## src/hdl/ext_status_pkg.sv

```systemverilog
package ext_status_pkg;
   // ----------------------------------------------------------------
   // bus geometry
   // ----------------------------------------------------------------
   localparam int ADDR_W = 5; // byte address bits decoded
   localparam logic [1:0] RESP_OKAY = 2'h0; // normal answer
   localparam logic [1:0] RESP_SLVERR = 2'h2; // unmapped address
   // ----------------------------------------------------------------
   // register offsets
   // ----------------------------------------------------------------
   localparam logic [ADDR_W-1:0] ADDR_SRC_EN = 5'h00; // source enables
   localparam logic [ADDR_W-1:0] ADDR_STATUS = 5'h04; // buffer/line stat
   localparam logic [ADDR_W-1:0] ADDR_CTRL = 5'h08; // group/mode ctrl
   localparam logic [ADDR_W-1:0] ADDR_CMD = 5'h0c; // command pulses
   localparam logic [ADDR_W-1:0] ADDR_PEND = 5'h10; // pending flag
   // ----------------------------------------------------------------
   // status and enable bit positions
   // ----------------------------------------------------------------
   localparam int BIT_BREAK = 7; // break/abort
   localparam int BIT_EOM = 6; // underrun/end of message
   localparam int BIT_CTS = 5; // clear to send
   localparam int BIT_SYNC = 4; // sync/hunt
   localparam int BIT_DCD = 3; // carrier detect
   localparam int BIT_TXE = 2; // transmit buffer empty
   localparam int BIT_ZERO = 1; // baud counter zero
   localparam int BIT_RXA = 0; // receive character available
   localparam logic [7:0] SRC_EN_RESET = 8'hf8; // bits 7..3 set
   localparam logic [7:0] SRC_EN_MASK = 8'hfa; // bits 2 and 0 unused
   // ----------------------------------------------------------------
   // control register fields
   // ----------------------------------------------------------------
   localparam int CTL_GROUP_EN = 0; // ext/status group enable
   localparam int CTL_MODE_LO = 1; // two-bit mode field
   localparam int CTL_CRYSTAL_OSCILLATOR_OPTION = 3; // crystal oscillator option
   localparam int CTL_TX_EN = 4; // transmitter enable
   localparam int CTL_RX_EN = 5; // receiver enable
   localparam logic [7:0] CTRL_RESET = 8'h00; // all off, async
   // ----------------------------------------------------------------
   // command bits
   // ----------------------------------------------------------------
   localparam int CMD_RESET_EXT = 0; // release pending latch
   localparam int CMD_RESET_EOM = 1; // clear underrun/eom latch
   localparam int CMD_SEND_ABORT = 2; // send abort
   localparam int CMD_ENTER_HUNT = 3; // enter hunt mode
   localparam int CMD_CHAN_RESET = 4; // channel reset
   // ----------------------------------------------------------------
   // counts
   // ----------------------------------------------------------------
   localparam int ABORT_ONES = 7; // ones that make an abort
   localparam int RX_DEPTH = 3; // receive fifo characters
   typedef enum logic [1:0] {
      MODE_ASYNC = 2'b00,
      MODE_BYTE_SYNC = 2'b01,
      MODE_FRAME = 2'b10,
      MODE_EXT_SYNC = 2'b11
   } mode_type;
endpackage : ext_status_pkg

```

## src/hdl/ext_status_interrupt_ctrl.sv

```systemverilog
`timescale 1ns/100ps
module ext_status_interrupt_ctrl #(
   parameter int ABORT_ONES_P = ext_status_pkg::ABORT_ONES,
   parameter int RX_DEPTH_P = ext_status_pkg::RX_DEPTH
) (
   input wire logic clk_in,
   input wire logic rst_n_in,
   input wire logic [ext_status_pkg::ADDR_W-1:0] awaddr_in,
   input wire logic awvalid_in,
   output logic awready_out,
   input wire logic [31:0] wdata_in,
   input wire logic [3:0] wstrb_in,
   input wire logic wvalid_in,
   output logic wready_out,
   output logic [1:0] bresp_out,
   output logic bvalid_out,
   input wire logic bready_in,
   input wire logic [ext_status_pkg::ADDR_W-1:0] araddr_in,
   input wire logic arvalid_in,
   output logic arready_out,
   output logic [31:0] rdata_out,
   output logic [1:0] rresp_out,
   output logic rvalid_out,
   input wire logic rready_in,
   input wire logic cts_in,
   input wire logic carrier_detect_in,
   input wire logic sync_in,
   output logic sync_out,
   output logic sync_oe_n_out,
   input wire logic brg_zero_in,
   input wire logic rx_bit_valid_in,
   input wire logic rx_bit_in,
   input wire logic rx_null_fe_in,
   input wire logic rx_break_end_in,
   input wire logic sync_pattern_in,
   input wire logic flag_in,
   input wire logic rx_char_in,
   input wire logic rx_char_read_in,
   input wire logic tx_underrun_in,
   input wire logic tx_load_in,
   input wire logic tx_drain_in,
   input wire logic tx_crc_sending_in,
   output logic ext_status_int_out
);
   import ext_status_pkg::*;

   localparam int CNT_W = $clog2(RX_DEPTH_P + 1); // fifo count width
   localparam logic [CNT_W-1:0] CNT_FULL = CNT_W'(RX_DEPTH_P);
   localparam logic [CNT_W-1:0] CNT_ONE = CNT_W'(1);
   localparam logic [3:0] ONES_TOP = 4'(ABORT_ONES_P); // saturate here
   localparam logic [3:0] ONES_LAST = 4'(ABORT_ONES_P - 1);

   // ----------------------------------------------------------------
   // bus slave state
   // ----------------------------------------------------------------
   logic aw_q; // write address held
   logic w_q; // write data held
   logic [ADDR_W-1:0] awaddr_q; // held write address
   logic [31:0] wdata_q; // held write data
   logic [3:0] wstrb_q; // held byte enables
   logic bvalid_q; // write answer up
   logic [1:0] bresp_q; // write answer code
   logic rvalid_q; // read answer up
   logic [1:0] rresp_q; // read answer code
   logic [31:0] rdata_q; // read data
   logic wr_do; // write performed this cycle
   logic wr_lane; // low byte lane enabled
   logic wr_map; // write address mapped

   assign awready_out = ~aw_q;
   assign wready_out = ~w_q;
   assign bvalid_out = bvalid_q;
   assign bresp_out = bresp_q;
   assign arready_out = ~rvalid_q;
   assign rvalid_out = rvalid_q;
   assign rresp_out = rresp_q;
   assign rdata_out = rdata_q;
   assign wr_do = aw_q & w_q & ~bvalid_q;
   assign wr_lane = wr_do & wstrb_q[0];
   assign wr_map = (awaddr_q == ADDR_SRC_EN) | (awaddr_q == ADDR_STATUS)
      | (awaddr_q == ADDR_CTRL) | (awaddr_q == ADDR_CMD)
      | (awaddr_q == ADDR_PEND);

   // ----------------------------------------------------------------
   // block state
   // ----------------------------------------------------------------
   logic [7:0] src_en_q; // source enable register
   logic [7:0] ctrl_q; // control register
   mode_type mode; // current mode
   logic [7:0] ie; // enables gated by group
   logic cmd_hit; // command register written
   logic chan_rst; // hardware or channel reset
   logic ext_release; // pending release command
   logic eom_clr; // underrun/eom clear command
   logic send_abort; // send abort command
   logic enter_hunt; // enter hunt command
   logic pend_q; // ext/status pending latch
   logic eom_q; // underrun/eom latch
   logic eom_prev_q; // eom one cycle ago
   logic brk_q; // break/abort condition
   logic [3:0] ones_q; // run of received ones
   logic hunt_q; // hunt condition
   logic txe_q; // transmit buffer empty
   logic [CNT_W-1:0] rx_cnt_q; // receive fifo fill
   logic sync_q; // driven sync pin level
   logic sync_live; // sync/hunt source
   logic sync_ie; // sync/hunt enable after option
   logic brk_st, cts_st, dcd_st, sync_st; // reported bits
   logic brk_ev, cts_ev, dcd_ev, sync_ev; // change events
   logic eom_ev; // eom rising event
   logic zero_st; // zero count bit
   logic zero_ev; // zero count event
   logic any_ev; // any enabled event
   logic [7:0] status; // buffer and line status

   assign mode = mode_type'(ctrl_q[CTL_MODE_LO +: 2]);
   assign ie = src_en_q & {8{ctrl_q[CTL_GROUP_EN]}};
   assign cmd_hit = wr_lane & (awaddr_q == ADDR_CMD);
   assign chan_rst = ~rst_n_in | (cmd_hit & wdata_q[CMD_CHAN_RESET]);
   assign ext_release = cmd_hit & wdata_q[CMD_RESET_EXT];
   assign eom_clr = cmd_hit & wdata_q[CMD_RESET_EOM];
   assign send_abort = cmd_hit & wdata_q[CMD_SEND_ABORT];
   assign enter_hunt = cmd_hit & wdata_q[CMD_ENTER_HUNT];

   // ----------------------------------------------------------------
   // write channel capture
   // ----------------------------------------------------------------
   // address and data taken in either order
   always_ff @(posedge clk_in) begin
      if (!rst_n_in) begin
         aw_q <= 1'b0;
         awaddr_q <= '0;
      end else if (wr_do) begin
         aw_q <= 1'b0;
      end else if (awvalid_in && !aw_q) begin
         aw_q <= 1'b1;
         awaddr_q <= awaddr_in;
      end
   end

   // data beat held until the write is done
   always_ff @(posedge clk_in) begin
      if (!rst_n_in) begin
         w_q <= 1'b0;
         wdata_q <= '0;
         wstrb_q <= '0;
      end else if (wr_do) begin
         w_q <= 1'b0;
      end else if (wvalid_in && !w_q) begin
         w_q <= 1'b1;
         wdata_q <= wdata_in;
         wstrb_q <= wstrb_in;
      end
   end

   // write answer raised one cycle after both parts held
   always_ff @(posedge clk_in) begin
      if (!rst_n_in) begin
         bvalid_q <= 1'b0;
         bresp_q <= RESP_OKAY;
      end else if (wr_do) begin
         bvalid_q <= 1'b1;
         bresp_q <= wr_map ? RESP_OKAY : RESP_SLVERR;
      end else if (bready_in) begin
         bvalid_q <= 1'b0;
      end
   end

   // ----------------------------------------------------------------
   // read channel
   // ----------------------------------------------------------------
   // one read at a time, data registered
   always_ff @(posedge clk_in) begin
      if (!rst_n_in) begin
         rvalid_q <= 1'b0;
         rresp_q <= RESP_OKAY;
         rdata_q <= '0;
      end else if (arvalid_in && !rvalid_q) begin
         rvalid_q <= 1'b1;
         rresp_q <= RESP_OKAY;
         unique case (araddr_in)
            ADDR_SRC_EN: rdata_q <= {24'h000000, src_en_q};
            ADDR_STATUS: rdata_q <= {24'h000000, status};
            ADDR_CTRL: rdata_q <= {24'h000000, ctrl_q};
            ADDR_CMD: rdata_q <= '0; // commands read as zero
            ADDR_PEND: rdata_q <= {31'h00000000, pend_q};
            default: begin
               rdata_q <= '0;
               rresp_q <= RESP_SLVERR;
            end
         endcase
      end else if (rready_in) begin
         rvalid_q <= 1'b0;
      end
   end

   // ----------------------------------------------------------------
   // software registers
   // ----------------------------------------------------------------
   // enables set by any reset except zero count
   always_ff @(posedge clk_in) begin
      if (chan_rst) begin
         src_en_q <= SRC_EN_RESET;
      end else if (wr_lane && awaddr_q == ADDR_SRC_EN) begin
         src_en_q <= wdata_q[7:0] & SRC_EN_MASK;
      end
   end

   // control survives a channel reset
   always_ff @(posedge clk_in) begin
      if (!rst_n_in) begin
         ctrl_q <= CTRL_RESET;
      end else if (wr_lane && awaddr_q == ADDR_CTRL) begin
         ctrl_q <= wdata_q[7:0];
      end
   end

   // ----------------------------------------------------------------
   // transmit underrun/end of message
   // ----------------------------------------------------------------
   // set wins over the clear command
   always_ff @(posedge clk_in) begin
      if (chan_rst) begin
         eom_q <= 1'b1;
      end else if (!ctrl_q[CTL_TX_EN] || send_abort || tx_underrun_in) begin
         eom_q <= 1'b1;
      end else if (eom_clr) begin
         eom_q <= 1'b0;
      end
   end

   // edge history for the rising event
   always_ff @(posedge clk_in) begin
      if (chan_rst) begin
         eom_prev_q <= 1'b1;
      end else begin
         eom_prev_q <= eom_q;
      end
   end

   assign eom_ev = ie[BIT_EOM] & eom_q & ~eom_prev_q;

   // ----------------------------------------------------------------
   // break and abort detection
   // ----------------------------------------------------------------
   // run of ones, saturating
   always_ff @(posedge clk_in) begin
      if (chan_rst) begin
         ones_q <= '0;
      end else if (rx_bit_valid_in) begin
         if (!rx_bit_in) begin
            ones_q <= '0;
         end else if (ones_q != ONES_TOP) begin
            ones_q <= ones_q + 4'h1;
         end
      end
   end

   // break in async, abort in frame mode
   always_ff @(posedge clk_in) begin
      if (chan_rst) begin
         brk_q <= 1'b0;
      end else begin
         unique case (mode)
            MODE_ASYNC: begin
               if (rx_null_fe_in) begin
                  brk_q <= 1'b1;
               end else if (rx_break_end_in) begin
                  brk_q <= 1'b0;
               end
            end
            MODE_FRAME: begin
               if (rx_bit_valid_in && rx_bit_in && ones_q >= ONES_LAST) begin
                  brk_q <= 1'b1;
               end else if (rx_bit_valid_in && !rx_bit_in) begin
                  brk_q <= 1'b0;
               end
            end
            MODE_BYTE_SYNC, MODE_EXT_SYNC: brk_q <= 1'b0;
         endcase
      end
   end

   // ----------------------------------------------------------------
   // hunt and sync pin
   // ----------------------------------------------------------------
   // hunt set by command, cleared by sync or first flag
   always_ff @(posedge clk_in) begin
      if (chan_rst) begin
         hunt_q <= 1'b1;
      end else if (enter_hunt) begin
         hunt_q <= 1'b1;
      end else if (mode == MODE_FRAME && !ctrl_q[CTL_RX_EN]) begin
         hunt_q <= 1'b1;
      end else if (mode == MODE_BYTE_SYNC && sync_pattern_in) begin
         hunt_q <= 1'b0;
      end else if (mode == MODE_FRAME && flag_in) begin
         hunt_q <= 1'b0;
      end
   end

   // sync pin pulses low per pattern in byte sync
   always_ff @(posedge clk_in) begin
      if (chan_rst) begin
         sync_q <= 1'b1;
      end else begin
         sync_q <= ~(mode == MODE_BYTE_SYNC && sync_pattern_in);
      end
   end

   assign sync_out = sync_q;
   assign sync_oe_n_out = (mode != MODE_BYTE_SYNC);

   // source of the sync/hunt bit per mode
   always_comb begin
      unique case (mode)
         MODE_ASYNC: sync_live = sync_in & ~ctrl_q[CTL_CRYSTAL_OSCILLATOR_OPTION];
         MODE_EXT_SYNC: sync_live = ~sync_in;
         MODE_BYTE_SYNC, MODE_FRAME: sync_live = hunt_q;
      endcase
   end

   assign sync_ie = ie[BIT_SYNC]
      & ~(mode == MODE_ASYNC && ctrl_q[CTL_CRYSTAL_OSCILLATOR_OPTION]);

   // ----------------------------------------------------------------
   // latched sources
   // ----------------------------------------------------------------
   ext_status_latch u_brk (
      .clk_in(clk_in), .rst_n_in(~chan_rst), .live_in(brk_q),
      .enable_in(ie[BIT_BREAK]), .pending_in(pend_q),
      .status_out(brk_st), .event_out(brk_ev));
   ext_status_latch u_cts (
      .clk_in(clk_in), .rst_n_in(~chan_rst), .live_in(cts_in),
      .enable_in(ie[BIT_CTS]), .pending_in(pend_q),
      .status_out(cts_st), .event_out(cts_ev));
   ext_status_latch u_sync (
      .clk_in(clk_in), .rst_n_in(~chan_rst), .live_in(sync_live),
      .enable_in(sync_ie), .pending_in(pend_q),
      .status_out(sync_st), .event_out(sync_ev));
   ext_status_latch u_dcd (
      .clk_in(clk_in), .rst_n_in(~chan_rst), .live_in(carrier_detect_in),
      .enable_in(ie[BIT_DCD]), .pending_in(pend_q),
      .status_out(dcd_st), .event_out(dcd_ev));

   // zero count never latched, ignored while pending
   assign zero_st = ie[BIT_ZERO] & brg_zero_in;
   assign zero_ev = zero_st & ~pend_q;

   // ----------------------------------------------------------------
   // pending latch
   // ----------------------------------------------------------------
   assign any_ev = brk_ev | eom_ev | cts_ev | sync_ev | dcd_ev | zero_ev;

   // an event in the release cycle keeps it pending
   always_ff @(posedge clk_in) begin
      if (chan_rst) begin
         pend_q <= 1'b0;
      end else if (any_ev) begin
         pend_q <= 1'b1;
      end else if (ext_release) begin
         pend_q <= 1'b0;
      end
   end

   assign ext_status_int_out = pend_q;

   // ----------------------------------------------------------------
   // buffer status
   // ----------------------------------------------------------------
   // load after drain leaves the buffer full
   always_ff @(posedge clk_in) begin
      if (chan_rst) begin
         txe_q <= 1'b1;
      end else if (tx_load_in) begin
         txe_q <= 1'b0;
      end else if (tx_drain_in) begin
         txe_q <= 1'b1;
      end
   end

   // receive fill count, emptied by reset
   always_ff @(posedge clk_in) begin
      if (chan_rst) begin
         rx_cnt_q <= '0;
      end else begin
         unique case ({rx_char_in && rx_cnt_q != CNT_FULL,
                       rx_char_read_in && rx_cnt_q != '0})
            2'b10: rx_cnt_q <= rx_cnt_q + CNT_ONE;
            2'b01: rx_cnt_q <= rx_cnt_q - CNT_ONE;
            2'b00, 2'b11: rx_cnt_q <= rx_cnt_q;
         endcase
      end
   end

   assign status = {brk_st, eom_q, cts_st, sync_st, dcd_st,
      txe_q & ~tx_crc_sending_in, zero_st, rx_cnt_q != '0};
endmodule : ext_status_interrupt_ctrl

```

## src/hdl/ext_status_latch.sv

```systemverilog
`timescale 1ns/100ps
module ext_status_latch (
   input wire logic clk_in,
   input wire logic rst_n_in,
   input wire logic live_in,
   input wire logic enable_in,
   input wire logic pending_in,
   output logic status_out,
   output logic event_out
);
   // ----------------------------------------------------------------
   // held copy of one source
   // ----------------------------------------------------------------
   logic held_q; // last value seen while free

   // track the source while disabled or not pending
   always_ff @(posedge clk_in) begin
      if (!rst_n_in) begin
         held_q <= live_in;
      end else if (!pending_in || !enable_in) begin
         held_q <= live_in;
      end
   end

   // difference after release covers an odd count of edges
   assign event_out = enable_in & ~pending_in & (live_in ^ held_q);
   // disabled source reports the live pin
   assign status_out = enable_in ? held_q : live_in;
endmodule : ext_status_latch

```

## config.mk

```make
export PLATFORM = sky130hd
export DESIGN_NAME = ext_status_interrupt_ctrl
export DESIGN_NICKNAME = d
export VERILOG_FILES = /design/src/hdl/ext_status_pkg.sv /design/src/hdl/ext_status_interrupt_ctrl.sv /design/src/hdl/ext_status_latch.sv
export SDC_FILE = /design/constraint.sdc
export NUM_CORES = 1
export LEC_CHECK = 0
export BUFFER_PORTS_ARGS = -buffer_cell sky130_fd_sc_hd__buf_2
export CORE_MARGIN = 5
export CORE_UTILIZATION = 45
export CTS_BUF_LIST = sky130_fd_sc_hd__clkbuf_16
export DETAILED_ROUTE_END_ITERATION = 8
export PLACE_DENSITY_LB_ADDON = 0.08
export SLEW_MARGIN = 20
export SYNTH_ARGS = -nofsm -noshare
export SYNTH_HDL_FRONTEND = slang
export SYNTH_SLANG_ARGS = --single-unit
```

## constraint.sdc

```tcl
create_clock -name clk_in -period 2.1 [get_ports clk_in]
set_input_delay 0.42 -clock clk_in [delete_from_list [all_inputs] [get_ports clk_in]]
set_output_delay 0.42 -clock clk_in [all_outputs]
set_load 0.1 [all_outputs]
```

Word level (Yosys, flattened, before mapping)
Cells that the tools add are included.
{"block": "totals", "in_bits": 69, "ff_bits": 85, "elab_cells": 191, "output_inout_bits": 44}
{"block": "op_classes", "reduce_logical": 56, "n_lt_le_gt_ge": 1, "bitwise": 52, "n_eq_ne": 20, "n_mux": 34, "addsub": 3}
{"op": "$pmux W8 S4", "count": 1}
{"op": "$mux W1", "count": 26}
{"op": "$and A1 B1 Y1", "count": 24}
{"op": "$eq A5 B4 Y1 const B", "count": 4}
{"op": "$reduce_bool A2 Y1", "count": 10}
{"op": "$logic_and A1 B1 Y1", "count": 14}
{"op": "$not A1 Y1", "count": 13}
{"op": "$logic_not A1 Y1", "count": 11}
{"op": "$eq A5 B3 Y1 const B", "count": 2}
{"op": "$eq A5 B5 Y1 const B", "count": 2}
{"op": "$logic_not A5 Y1", "count": 2}
{"op": "$or A1 B1 Y1", "count": 10}
{"op": "$reduce_or A2 Y1", "count": 5}
{"op": "$and A8 B8 Y8", "count": 1}
{"op": "$eq A2 B2 Y1 const B", "count": 4}
{"op": "$mux W4", "count": 2}
{"op": "$reduce_and A2 Y1", "count": 4}
{"op": "$logic_or A1 B1 Y1", "count": 6}
{"op": "$ne A3 B3 Y1 const B", "count": 2}
{"op": "$pmux W1 S3", "count": 2}
{"op": "$reduce_or A5 Y1", "count": 1}
{"op": "$add A4 B1 Y4 const B", "count": 1}
{"op": "$eq A2 B1 Y1 const B", "count": 2}
{"op": "$ge A4 B3 Y1 const B", "count": 1}
{"op": "other kinds (10)", "count": 16}

Longest topological paths before layout
Gate-level depths: netlist (run 1).
{"block": "logic_depth", "ltp_word": 10, "mapped_depth": 8, "ltp_nobuf": 7}

By module
A second synthesis (run 1) with hierarchy kept.
{"block": "hier_totals", "hier_cells": 337, "area_unflattened_um2": 3000.4}
{"module": "ext_status_interrupt_ctrl", "n_inst": 1, "cells_each": 317, "area_per_inst_um2": 2730.1}
{"module": "ext_status_latch", "n_inst": 4, "cells_each": 5, "area_per_inst_um2": 67.6}

Worst setup path before layout (run 1)
OpenSTA, ideal clock, no wires.
{"block": "synth_path", "path_type": "register to register", "start": "reg rvalid_q (netlist: rvalid_out)", "end": "reg rresp_q[1] (netlist: rresp_out[1])", "t_arrival_ns": 2.362, "path_stages_with_launch": 7, "required_time_ns": 1.972, "n_path_buf": 1, "slack_ns": -0.390, "cell_sequence": "dfxtp_1 inv_1 nand2_1 clkbuf_1 a21oi_1 a21oi_1 nor2_1"}
{"block": "synth_via", "elab_chain_cells": 2}
{"element": "start, declared", "line": "ext_status_interrupt_ctrl.sv:63", "text": "logic rvalid_q;"}
{"element": "start signal, assigned", "line": "ext_status_interrupt_ctrl.sv:175", "text": "rvalid_q <= 1'b0;"}
{"element": "start signal, assigned", "line": "ext_status_interrupt_ctrl.sv:179", "text": "rvalid_q <= 1'b1;"}
{"element": "start signal, assigned", "line": "ext_status_interrupt_ctrl.sv:193", "text": "rvalid_q <= 1'b0;"}
{"element": "$logic_not A1 Y1", "line": "ext_status_interrupt_ctrl.sv:178", "text": "end else if (arvalid_in && !rvalid_q) begin"}
{"element": "$logic_and A1 B1 Y1", "line": "ext_status_interrupt_ctrl.sv:178"}
{"element": "end signal, assigned", "line": "ext_status_interrupt_ctrl.sv:176", "text": "rresp_q <= RESP_OKAY;"}
{"element": "end signal, assigned", "line": "ext_status_interrupt_ctrl.sv:180", "text": "rresp_q <= RESP_OKAY;"}
{"element": "end signal, assigned", "line": "ext_status_interrupt_ctrl.sv:189", "text": "rresp_q <= RESP_SLVERR;"}
{"element": "end, declared", "line": "ext_status_interrupt_ctrl.sv:64", "text": "logic [1:0] rresp_q;"}
No other way between the ends.
A chain may end at the register's enable or synchronous reset.

Worst setup path in the final report (run 1)
{"block": "layout_path", "start": "reg ctrl_q[1]", "end": "out sync_oe_n_out"}
{"block": "layout_via", "elab_chain_cells": 1}
{"element": "start, declared", "line": "ext_status_interrupt_ctrl.sv:88", "text": "logic [7:0] ctrl_q;"}
{"element": "start signal, assigned", "line": "ext_status_interrupt_ctrl.sv:214", "text": "ctrl_q <= wdata_q[7:0];"}
{"element": "$ne A2 B1 Y1", "line": "ext_status_interrupt_ctrl.sv:312", "text": "assign sync_oe_n_out = (mode != MODE_BYTE_SYNC);"}
{"element": "end, declared", "line": "ext_status_interrupt_ctrl.sv:29", "text": "output logic sync_oe_n_out,"}
No other way between the ends.

==> results of run 1 <==
[power by group]
group          internal (mW)  switching, mW  total [mW]
Clock                   1.03          0.516        1.55
Sequential              1.19         0.0543        1.24
Combinational          0.137          0.431       0.567
Total                   2.36           1.00        3.36
[state kept, by name (all words and copies together) (netlist names), 2 cells and up]
signal / flops
ctrl_q: 8
rdata_out: 8
wdata_q: 8
src_en_q: 6
awaddr_q: 5
ones_q: 4
rx_cnt_q: 2
[how the worst min path moves through the flow]
stage | startpoint | end | slack, ns | cells past startpoint
2_1_floorplan | eom_q$_SDFFE_PP1P_ | eom_prev_q$_SDFF_PP1_ | 0.43 | 2
3_3_place_gp | wstrb_q[0]$_SDFFE_PN0P_ | wstrb_q[0]$_SDFFE_PN0P_ | 0.45 | 2
3_5_place_dp | rdata_out[7]$_SDFFE_PN0P_ | rdata_out[7]$_SDFFE_PN0P_ | 0.46 | 2
4_1_cts | tx_load_in | txe_q$_SDFFE_PP1P_ | 0.27 | 2
5_1_grt | tx_load_in | txe_q$_SDFFE_PP1P_ | 0.29 | 2
6_report | tx_load_in | txe_q$_SDFFE_PP1P_ | 0.27 | 2
[critical path, stage by stage, from the launching register on]
cell     delay (ns)
dfxtp_1        0.35
ha_1           0.25
inv_1          0.05
buf_2          0.41
[metal layers]
| metal | vias up | track usage, % | wire length [µm] |
|---|---|---|---|
| li1 | 1273 | - | - |
| met1 | 1167 | 22.0 | 3210 |
| met2 | 65 | 29.0 | 3320 |
| met3 | 9 | 2.81 | 295 |
| met4 | 0 | 7.33 | 85 |
| met5 | - | 0 | 0 |
[Yosys cell counts (4+ instances only)]
cell	number	area, µm²
clkbuf_1	7	26.3
inv_1	13	48.8
xor2_1	5	43.8
buf_4	27	203
a22oi_1	8	60.1
ha_1	8	100
mux2i_1	18	180
buf_6	4	45.0
nand2_1	49	184
a31oi_1	5	31.3
dfxtp_1	55	1100
nand2b_1	4	25.0
a21oi_1	24	120
nand3_1	22	110
nor2_1	36	135
o21ai_0	14	70.1
edfxtp_1	4	120
[cell families after synthesis]
group / after synthesis / share of synthesized area (%)
xor+xnor: 8 / 2.35
other cells: 1 / 0.126
simple gates: 133 / 21.0
flops: 59 / 41.0
compound gates: 69 / 14.7
buf+inv: 52 / 11.0
mux: 19 / 6.43
fa+ha+maj: 8 / 3.36
[metrics by stage]
stage	cell area [µm²]	instances	utilization [%]	setup WS [ns]	hold slack, ns
finish	3540	492	55.5	0.291	0.272
global route	3540	492	55.5	0.129	0.292
detailed placement	3230	476	50.5	0.291	0.464
floorplan	3080	374	-	-0.0150	0.429
CTS	3540	492	55.5	0.272	0.269
global placement	3230	476	50.5	0.306	0.450
[layout make-up]
type	count	area (µm²)	area share (%)
Timing Repair Buffer	64	333	9.39
Clock inverter	7	91.3	2.58
Sequential cell	59	1220	34.5
Tap cell	77	96.3	2.72
Inverter	13	52.6	1.48
Clock buffer	9	225	6.35
Multi-Input combinational cell	263	1520	43.0
==> results.toml, run 1 <==
[pwr]
powerDensity_mw_per_mm2 = 948
p_total_mw = 3.36
power.leakage_nw = 1.64
ir_drop_mv = 0.595

[global_routing]
grt_usage_pct = 17.3
grt_pass1_wl_um = 11800
grt_max_degree = 33
antenna_found_initial = 0
grt_pass1_vias = 2497
overflow = 0

[floorplanning]
io-pin-count = 113
fp.coreArea_mm2 = 0.00639
row_count = 29
die_w_um = 91.3
initial_core_util_pct = 46.6
die_area_mm2 = 0.00834
die_y_um = 91.3

[job]
drv.max_cap_violation_count = 0

[clock_network]
insertion_delay_ns = 0.32
clock-root-buffer = "clkbuf_16"
post_cts_buffers = 0
clk_pin_slew_ns = 0.05
cts.htree.levels = 3
cts_tree = "done"
cts.path.max_buffers = 2
cts_resized = 0
holdBufCountCts = 0
tritoncts.num_buffers = 9
clock_sinks = 59

[synthesis]
synthCells = 349
ys_ff_latch = 59
ys_warn_count = 0
synthFlopType = "dfxtp_1"
syn-cell-area_mm2 = 0.00298
synth_cell_types = 47
synth_edf_count = 4
synth_area_per_cell_um2 = 8.53
synth-seq-area-share_pct = 41.0
synthArstFlopShare_pct = 0

[sta]
fin_skew_ns = 0.00515
hold_viol = 0
setup_viol_count_final = 0
max_freq_ghz = 0.553
setup_tns_ns = 0
min_period_ns = 1.81
min_period_over_period_pct = 86.1
finalMaxSlewViolations = 0
rsz0062_at_grt = "no"

[placed_design]
portBuffers = 59
place_congestion = 0.798
hpwl_um = 5210

[run_status]
status = "finished, final reports clean"

[final_layout]
drive_gt1_share_pct = 21.7
final_common_cell = "buf_2"
mostFrequentLayoutCells = "buf_2, dfxtp_1, nand2_1"
area_growth_pct = 19.0
fillers = 622
nNetsFinal = 487
diodes = 0

[setup_path]
crit_path_end = "sync_oe_n_out"
crit_type = "register to output pin"
cp-start-kind = "register"
r2r_cells = 6
crit_path_end_kind = "output pin"
setup.worst_path.start = "ctrl_q[1]$_SDFFE_PN0P_"
cp_max_fo = 5
r2r_start = "ctrl_q[1]$_SDFFE_PN0P_"
arrival_ns = 1.39
cp.required_ns = 1.68
ff2ff_setup_slack_ns = 0.29
rr_endpoint = "ext_status_int_out$_SDFFE_PP0P_"

[drt]
first_pass_iters = 4
drt_iter0_drc = 87
drc = 0
viasPerCell = 5.11
wl_per_cell_um = 14.0
dr_total_vias = 2514
final_antenna_net_count = 0
totalWireLength_um = 6910

[worst_hold_path]
hold_class = "primary input to register"
(Power assumes the default switching activity.)
==> run 2: changes to the inputs <==
- CORE_UTILIZATION: 45 -> 49
- PLACE_DENSITY: not set -> 0.8
- PLACE_DENSITY_LB_ADDON: 0.08 -> not set
==> run 2 against run 1 <==
Worst setup slack lost 0.18 ns. Design area shrank 1.6%. Critical endpoint unchanged. Clock power shrank 14%. Clock-buffer cell count grew 1. Sequential share of layout area grew 0.56 points. Sequential power is essentially flat. Via count grew 2.3%.
==> results.toml, run 2 (synthesis gave the netlist of run 1 again) <==
[sta]
max_freq_ghz = 0.502
rsz0062_at_grt = "no"
hold_viol = 0
setup_tns_ns = 0
fin_skew_ns = 0.00784
setup_viol_count_final = 0
min_period_over_period_pct = 94.9
finalMaxSlewViolations = 0
setup_ws_ns = 0.107
min_period_ns = 1.99

[clock_network]
clk_pin_slew_ns = 0.05
tritoncts.num_buffers = 9
clock-root-buffer = "clkbuf_16"
holdBufCountCts = 0
cts.path.max_buffers = 2
clock_sinks = 59
cts_tree = "done"
cts_resized = 0
cts.htree.levels = 3
post_cts_buffers = 0
insertion_delay_ns = 0.33

[final_layout]
fin_cells = 487
nNetsFinal = 485
seqCellArea_mm2 = 0.00122
mostFrequentLayoutCells = "buf_2, dfxtp_1, nand2_1"
multi_input_area_mm2 = 0.00152
final_common_cell = "buf_2"
diodes = 0
area_growth_pct = 17.1
fillers = 544
drive_gt1_share_pct = 20.6

[global_routing]
grt_max_degree = 33
grt_pass1_vias = 2577
overflow = 0
antenna_found_initial = 0
grt_usage_pct = 19.0
grt_pass1_wl_um = 11500

[drt]
dr_total_vias = 2573
drt_iter0_drc = 107
final_antenna_net_count = 0
viasPerCell = 5.28
wl_per_cell_um = 14.1
totalWireLength_um = 6860
drc = 0
wl_met3_um = 568
highest_layer = "met4"
wl_met2_um = 3410
wl_met1_um = 2770
first_pass_iters = 4

[worst_hold_path]
hold_class = "primary input to register"

[placed_design]
hpwl_um = 5160
place_congestion = 0.831
dp_slack_ns = 0.223
placedCellCount = 472
portBuffers = 59

[pwr]
ir_drop_mv = 0.575
powerDensity_mw_per_mm2 = 904
power.leakage_nw = 1.60

[setup_path]
crit_path_end_kind = "output pin"
arrival_ns = 1.57
crit_type = "register to output pin"
cp.required_ns = 1.68
cp_max_fo = 5
cp-start-kind = "register"

[floorplanning]
die_w_um = 88.0
die_area_mm2 = 0.00774
row_count = 28
die_y_um = 88.0
initial_core_util_pct = 50.3
fp.coreArea_mm2 = 0.00592
io-pin-count = 113

[job]
drv.max_cap_violation_count = 0

[run_status]
status = "finished, final reports clean"
## run 2: cell types whose count changed in the layout (fill, tap and decap cells not counted)
| cell | before | now |
|---|---|---|
| clkinv_2 | 2 | 1 |
| inv_4 | 1 | 0 |
| clkbuf_16 | 9 | 10 |
| bufinv_16 | 2 | 0 |
| buf_4 | 5 | 3 |
| clkinv_1 | 0 | 2 |
## run 2: final cells by class
| class | count | share of cell area [%] |
|---|---|---|
| Clock buffer | 10 | 7.17 |
| Clock inverter | 5 | 0.789 |
| Inverter | 13 | 1.51 |
| Multi-Input combinational cell | 263 | 43.7 |
| Sequential cell | 59 | 35.1 |
| Tap cell | 75 | 2.69 |
| Timing Repair Buffer | 62 | 9.11 |
## run 2: path summary, 6_finish.rpt
kind	from	to	slack, ns	depth (start not counted)
worst max-delay path	ctrl_q[2]$_SDFFE_PN0P_	sync_oe_n_out	0.11	4
worst min-delay path	tx_load_in	txe_q$_SDFFE_PP1P_	0.28	2
worst max register to register	ctrl_q[1]$_SDFFE_PN0P_	ext_status_int_out$_SDFFE_PP0P_	0.22	6
worst min register to register	wstrb_q[0]$_SDFFE_PN0P_	wstrb_q[0]$_SDFFE_PN0P_	0.47	2
## run 2: power breakdown
group          switching [mW]  internal (mW)
registers              0.0543           1.19
logic                   0.438          0.136
clock network           0.485          0.850
## run 2: critical path, stage by stage (launching register included)
cell	delay (ns)
dfxtp_1	0.44
inv_1	0.12
ha_1	0.23
inv_1	0.05
buf_2	0.41
## run 2: metal layers
metal,vias to the layer above,global-route usage (%)
met5,-,0
li1,1263,-
met4,0,6.69
met3,15,7.43
met1,1201,21.3
met2,94,32.7
## run 2: stage by stage
step                      power [mW]  hold slack [ns]  utilization [%]  cell area (µm²)
after floorplan                 1.77            0.429                -             3080
after global placement          1.82            0.448             54.2             3210
after detailed placement        1.84            0.462             54.2             3210
after CTS                       3.17            0.280             58.9             3490
after global routing            3.27            0.284             58.9             3490
final                           3.15            0.285             58.9             3490
==> run 3: changes to the inputs <==
- CORE_UTILIZATION: 49 -> 30
- PLACE_DENSITY: 0.8 -> not set
==> run 3 against run 2 <==
Register-to-register slack better by 0.07 ns. Clock-buffer cell count is 1 lower. Worst setup slack better by 0.17 ns. Cell count is 13% higher. Via count is 3.5% lower. Sequential power hardly changed.
==> results.toml, run 3 (synthesis gave the netlist of run 1 again) <==
[clock_network]
cts.path.max_buffers = 2
clock_sinks = 59
insertion_delay_ns = 0.32
cts_tree = "done"
clk_pin_slew_ns = 0.05
post_cts_buffers = 0
clock-root-buffer = "clkbuf_16"
cts_resized = 0
tritoncts.num_buffers = 9
holdBufCountCts = 0
cts.htree.levels = 3

[final_layout]
diodes = 0
final_common_cell = "buf_2"
postLayoutCoreUtil_pct = 36.5
area_growth_pct = 19.2
drive_gt1_share_pct = 20.2
fin_cells = 548
mostFrequentLayoutCells = "buf_2, dfxtp_1, nand2_1"
nNetsFinal = 487

[sta]
setup_ws_ns = 0.276
min_period_over_period_pct = 86.8
max_freq_ghz = 0.548
setup_viol_count_final = 0
hold_viol = 0
finalMaxSlewViolations = 0
min_period_ns = 1.82
fin_skew_ns = 0.00662
rsz0062_at_grt = "no"

[setup_path]
crit_family = "buffers and inverters"
critPathBufInv = 2
cp_max_fo = 5
arrival_ns = 1.40
cp_slowest_stage_delay_ns = 0.41
cp.required_ns = 1.68
critPathSlowestCell = "buf_2"
crit_chain = "ha_1, inv_1, buf_2"
crit_type = "register to output pin"
cp-start-kind = "register"
crit_path_end_kind = "output pin"

[placed_design]
place_congestion = 0.812
portBuffers = 59
dp_slack_ns = 0.287
placedCellCount = 532
hpwl_um = 5580

[floorplanning]
row_count = 36
fp.coreArea_mm2 = 0.00973
io-pin-count = 113
die_w_um = 110
die_area_mm2 = 0.0120
die_y_um = 110
initial_core_util_pct = 30.6

[pwr]
power.leakage_nw = 1.62
ir_drop_mv = 0.467
powerDensity_mw_per_mm2 = 860

[drt]
wl_per_cell_um = 13.1
dr_total_vias = 2484
drt_iter0_drc = 132
drc = 0
final_antenna_net_count = 0
totalWireLength_um = 7150
viasPerCell = 4.53
first_pass_iters = 5

[global_routing]
overflow = 0
grt_pass1_vias = 2438
grt_max_degree = 20
antenna_found_initial = 0
grt_pass1_wl_um = 11500
grt_usage_pct = 12.3

[job]
drv.max_cap_violation_count = 0

[worst_hold_path]
hold_class = "primary input to register"

[run_status]
status = "finished, final reports clean"
## run 3: changes by cell type in the layout (fill, tap and decap cells not counted)
cell,delta
buf_4,+2
clkinv_1,+2
clkinvlp_4,-2
inv_1,+2
clkbuf_16,-1
## run 3: layer usage
metal	GRT usage (%)	vias up	routed length [µm]
li1	-	1271	-
met1	16.0	1123	3240
met2	19.7	81	3400
met3	3.11	9	443
met4	4.27	0	76
met5	0	-	0
## run 3: report_power, final
part           switching (mW)  internal (mW)  leakage, nW
Combinational           0.437          0.137        0.992
Clock                   0.471          0.768        0.132
Sequential             0.0519           1.19        0.492
## run 3: cell type report
class,count,area [µm²]
multi-input cells,263,1520
repair buffers,64,333
inverters,13,52.6
flip-flops and latches,59,1220
well taps,133,166
clock buffers,9,225
fillers,1035,6180
clock inverters,7,27.5
## run 3: metrics by stage
step / instance area [µm²] / TNS, ns / hold WS (ns) / power (mW)
after floorplan: 3080 / -0.0150 / 0.429 / 1.77
after global placement: 3300 / 0 / 0.454 / 1.83
after detailed placement: 3300 / 0 / 0.463 / 1.84
after CTS: 3550 / 0 / 0.275 / 3.09
after global routing: 3550 / 0 / 0.283 / 3.19
final: 3550 / 0 / 0.284 / 3.05
## run 3: worst paths after layout
path	start	endpoint	slack, ns	depth (start not counted)
max	ctrl_q[1]$_SDFFE_PN0P_	sync_oe_n_out	0.28	3
min	tx_load_in	txe_q$_SDFFE_PP1P_	0.28	2
max reg2reg	ctrl_q[1]$_SDFFE_PN0P_	ext_status_int_out$_SDFFE_PP0P_	0.29	6
min reg2reg	rdata_out[7]$_SDFFE_PN0P_	rdata_out[7]$_SDFFE_PN0P_	0.47	2
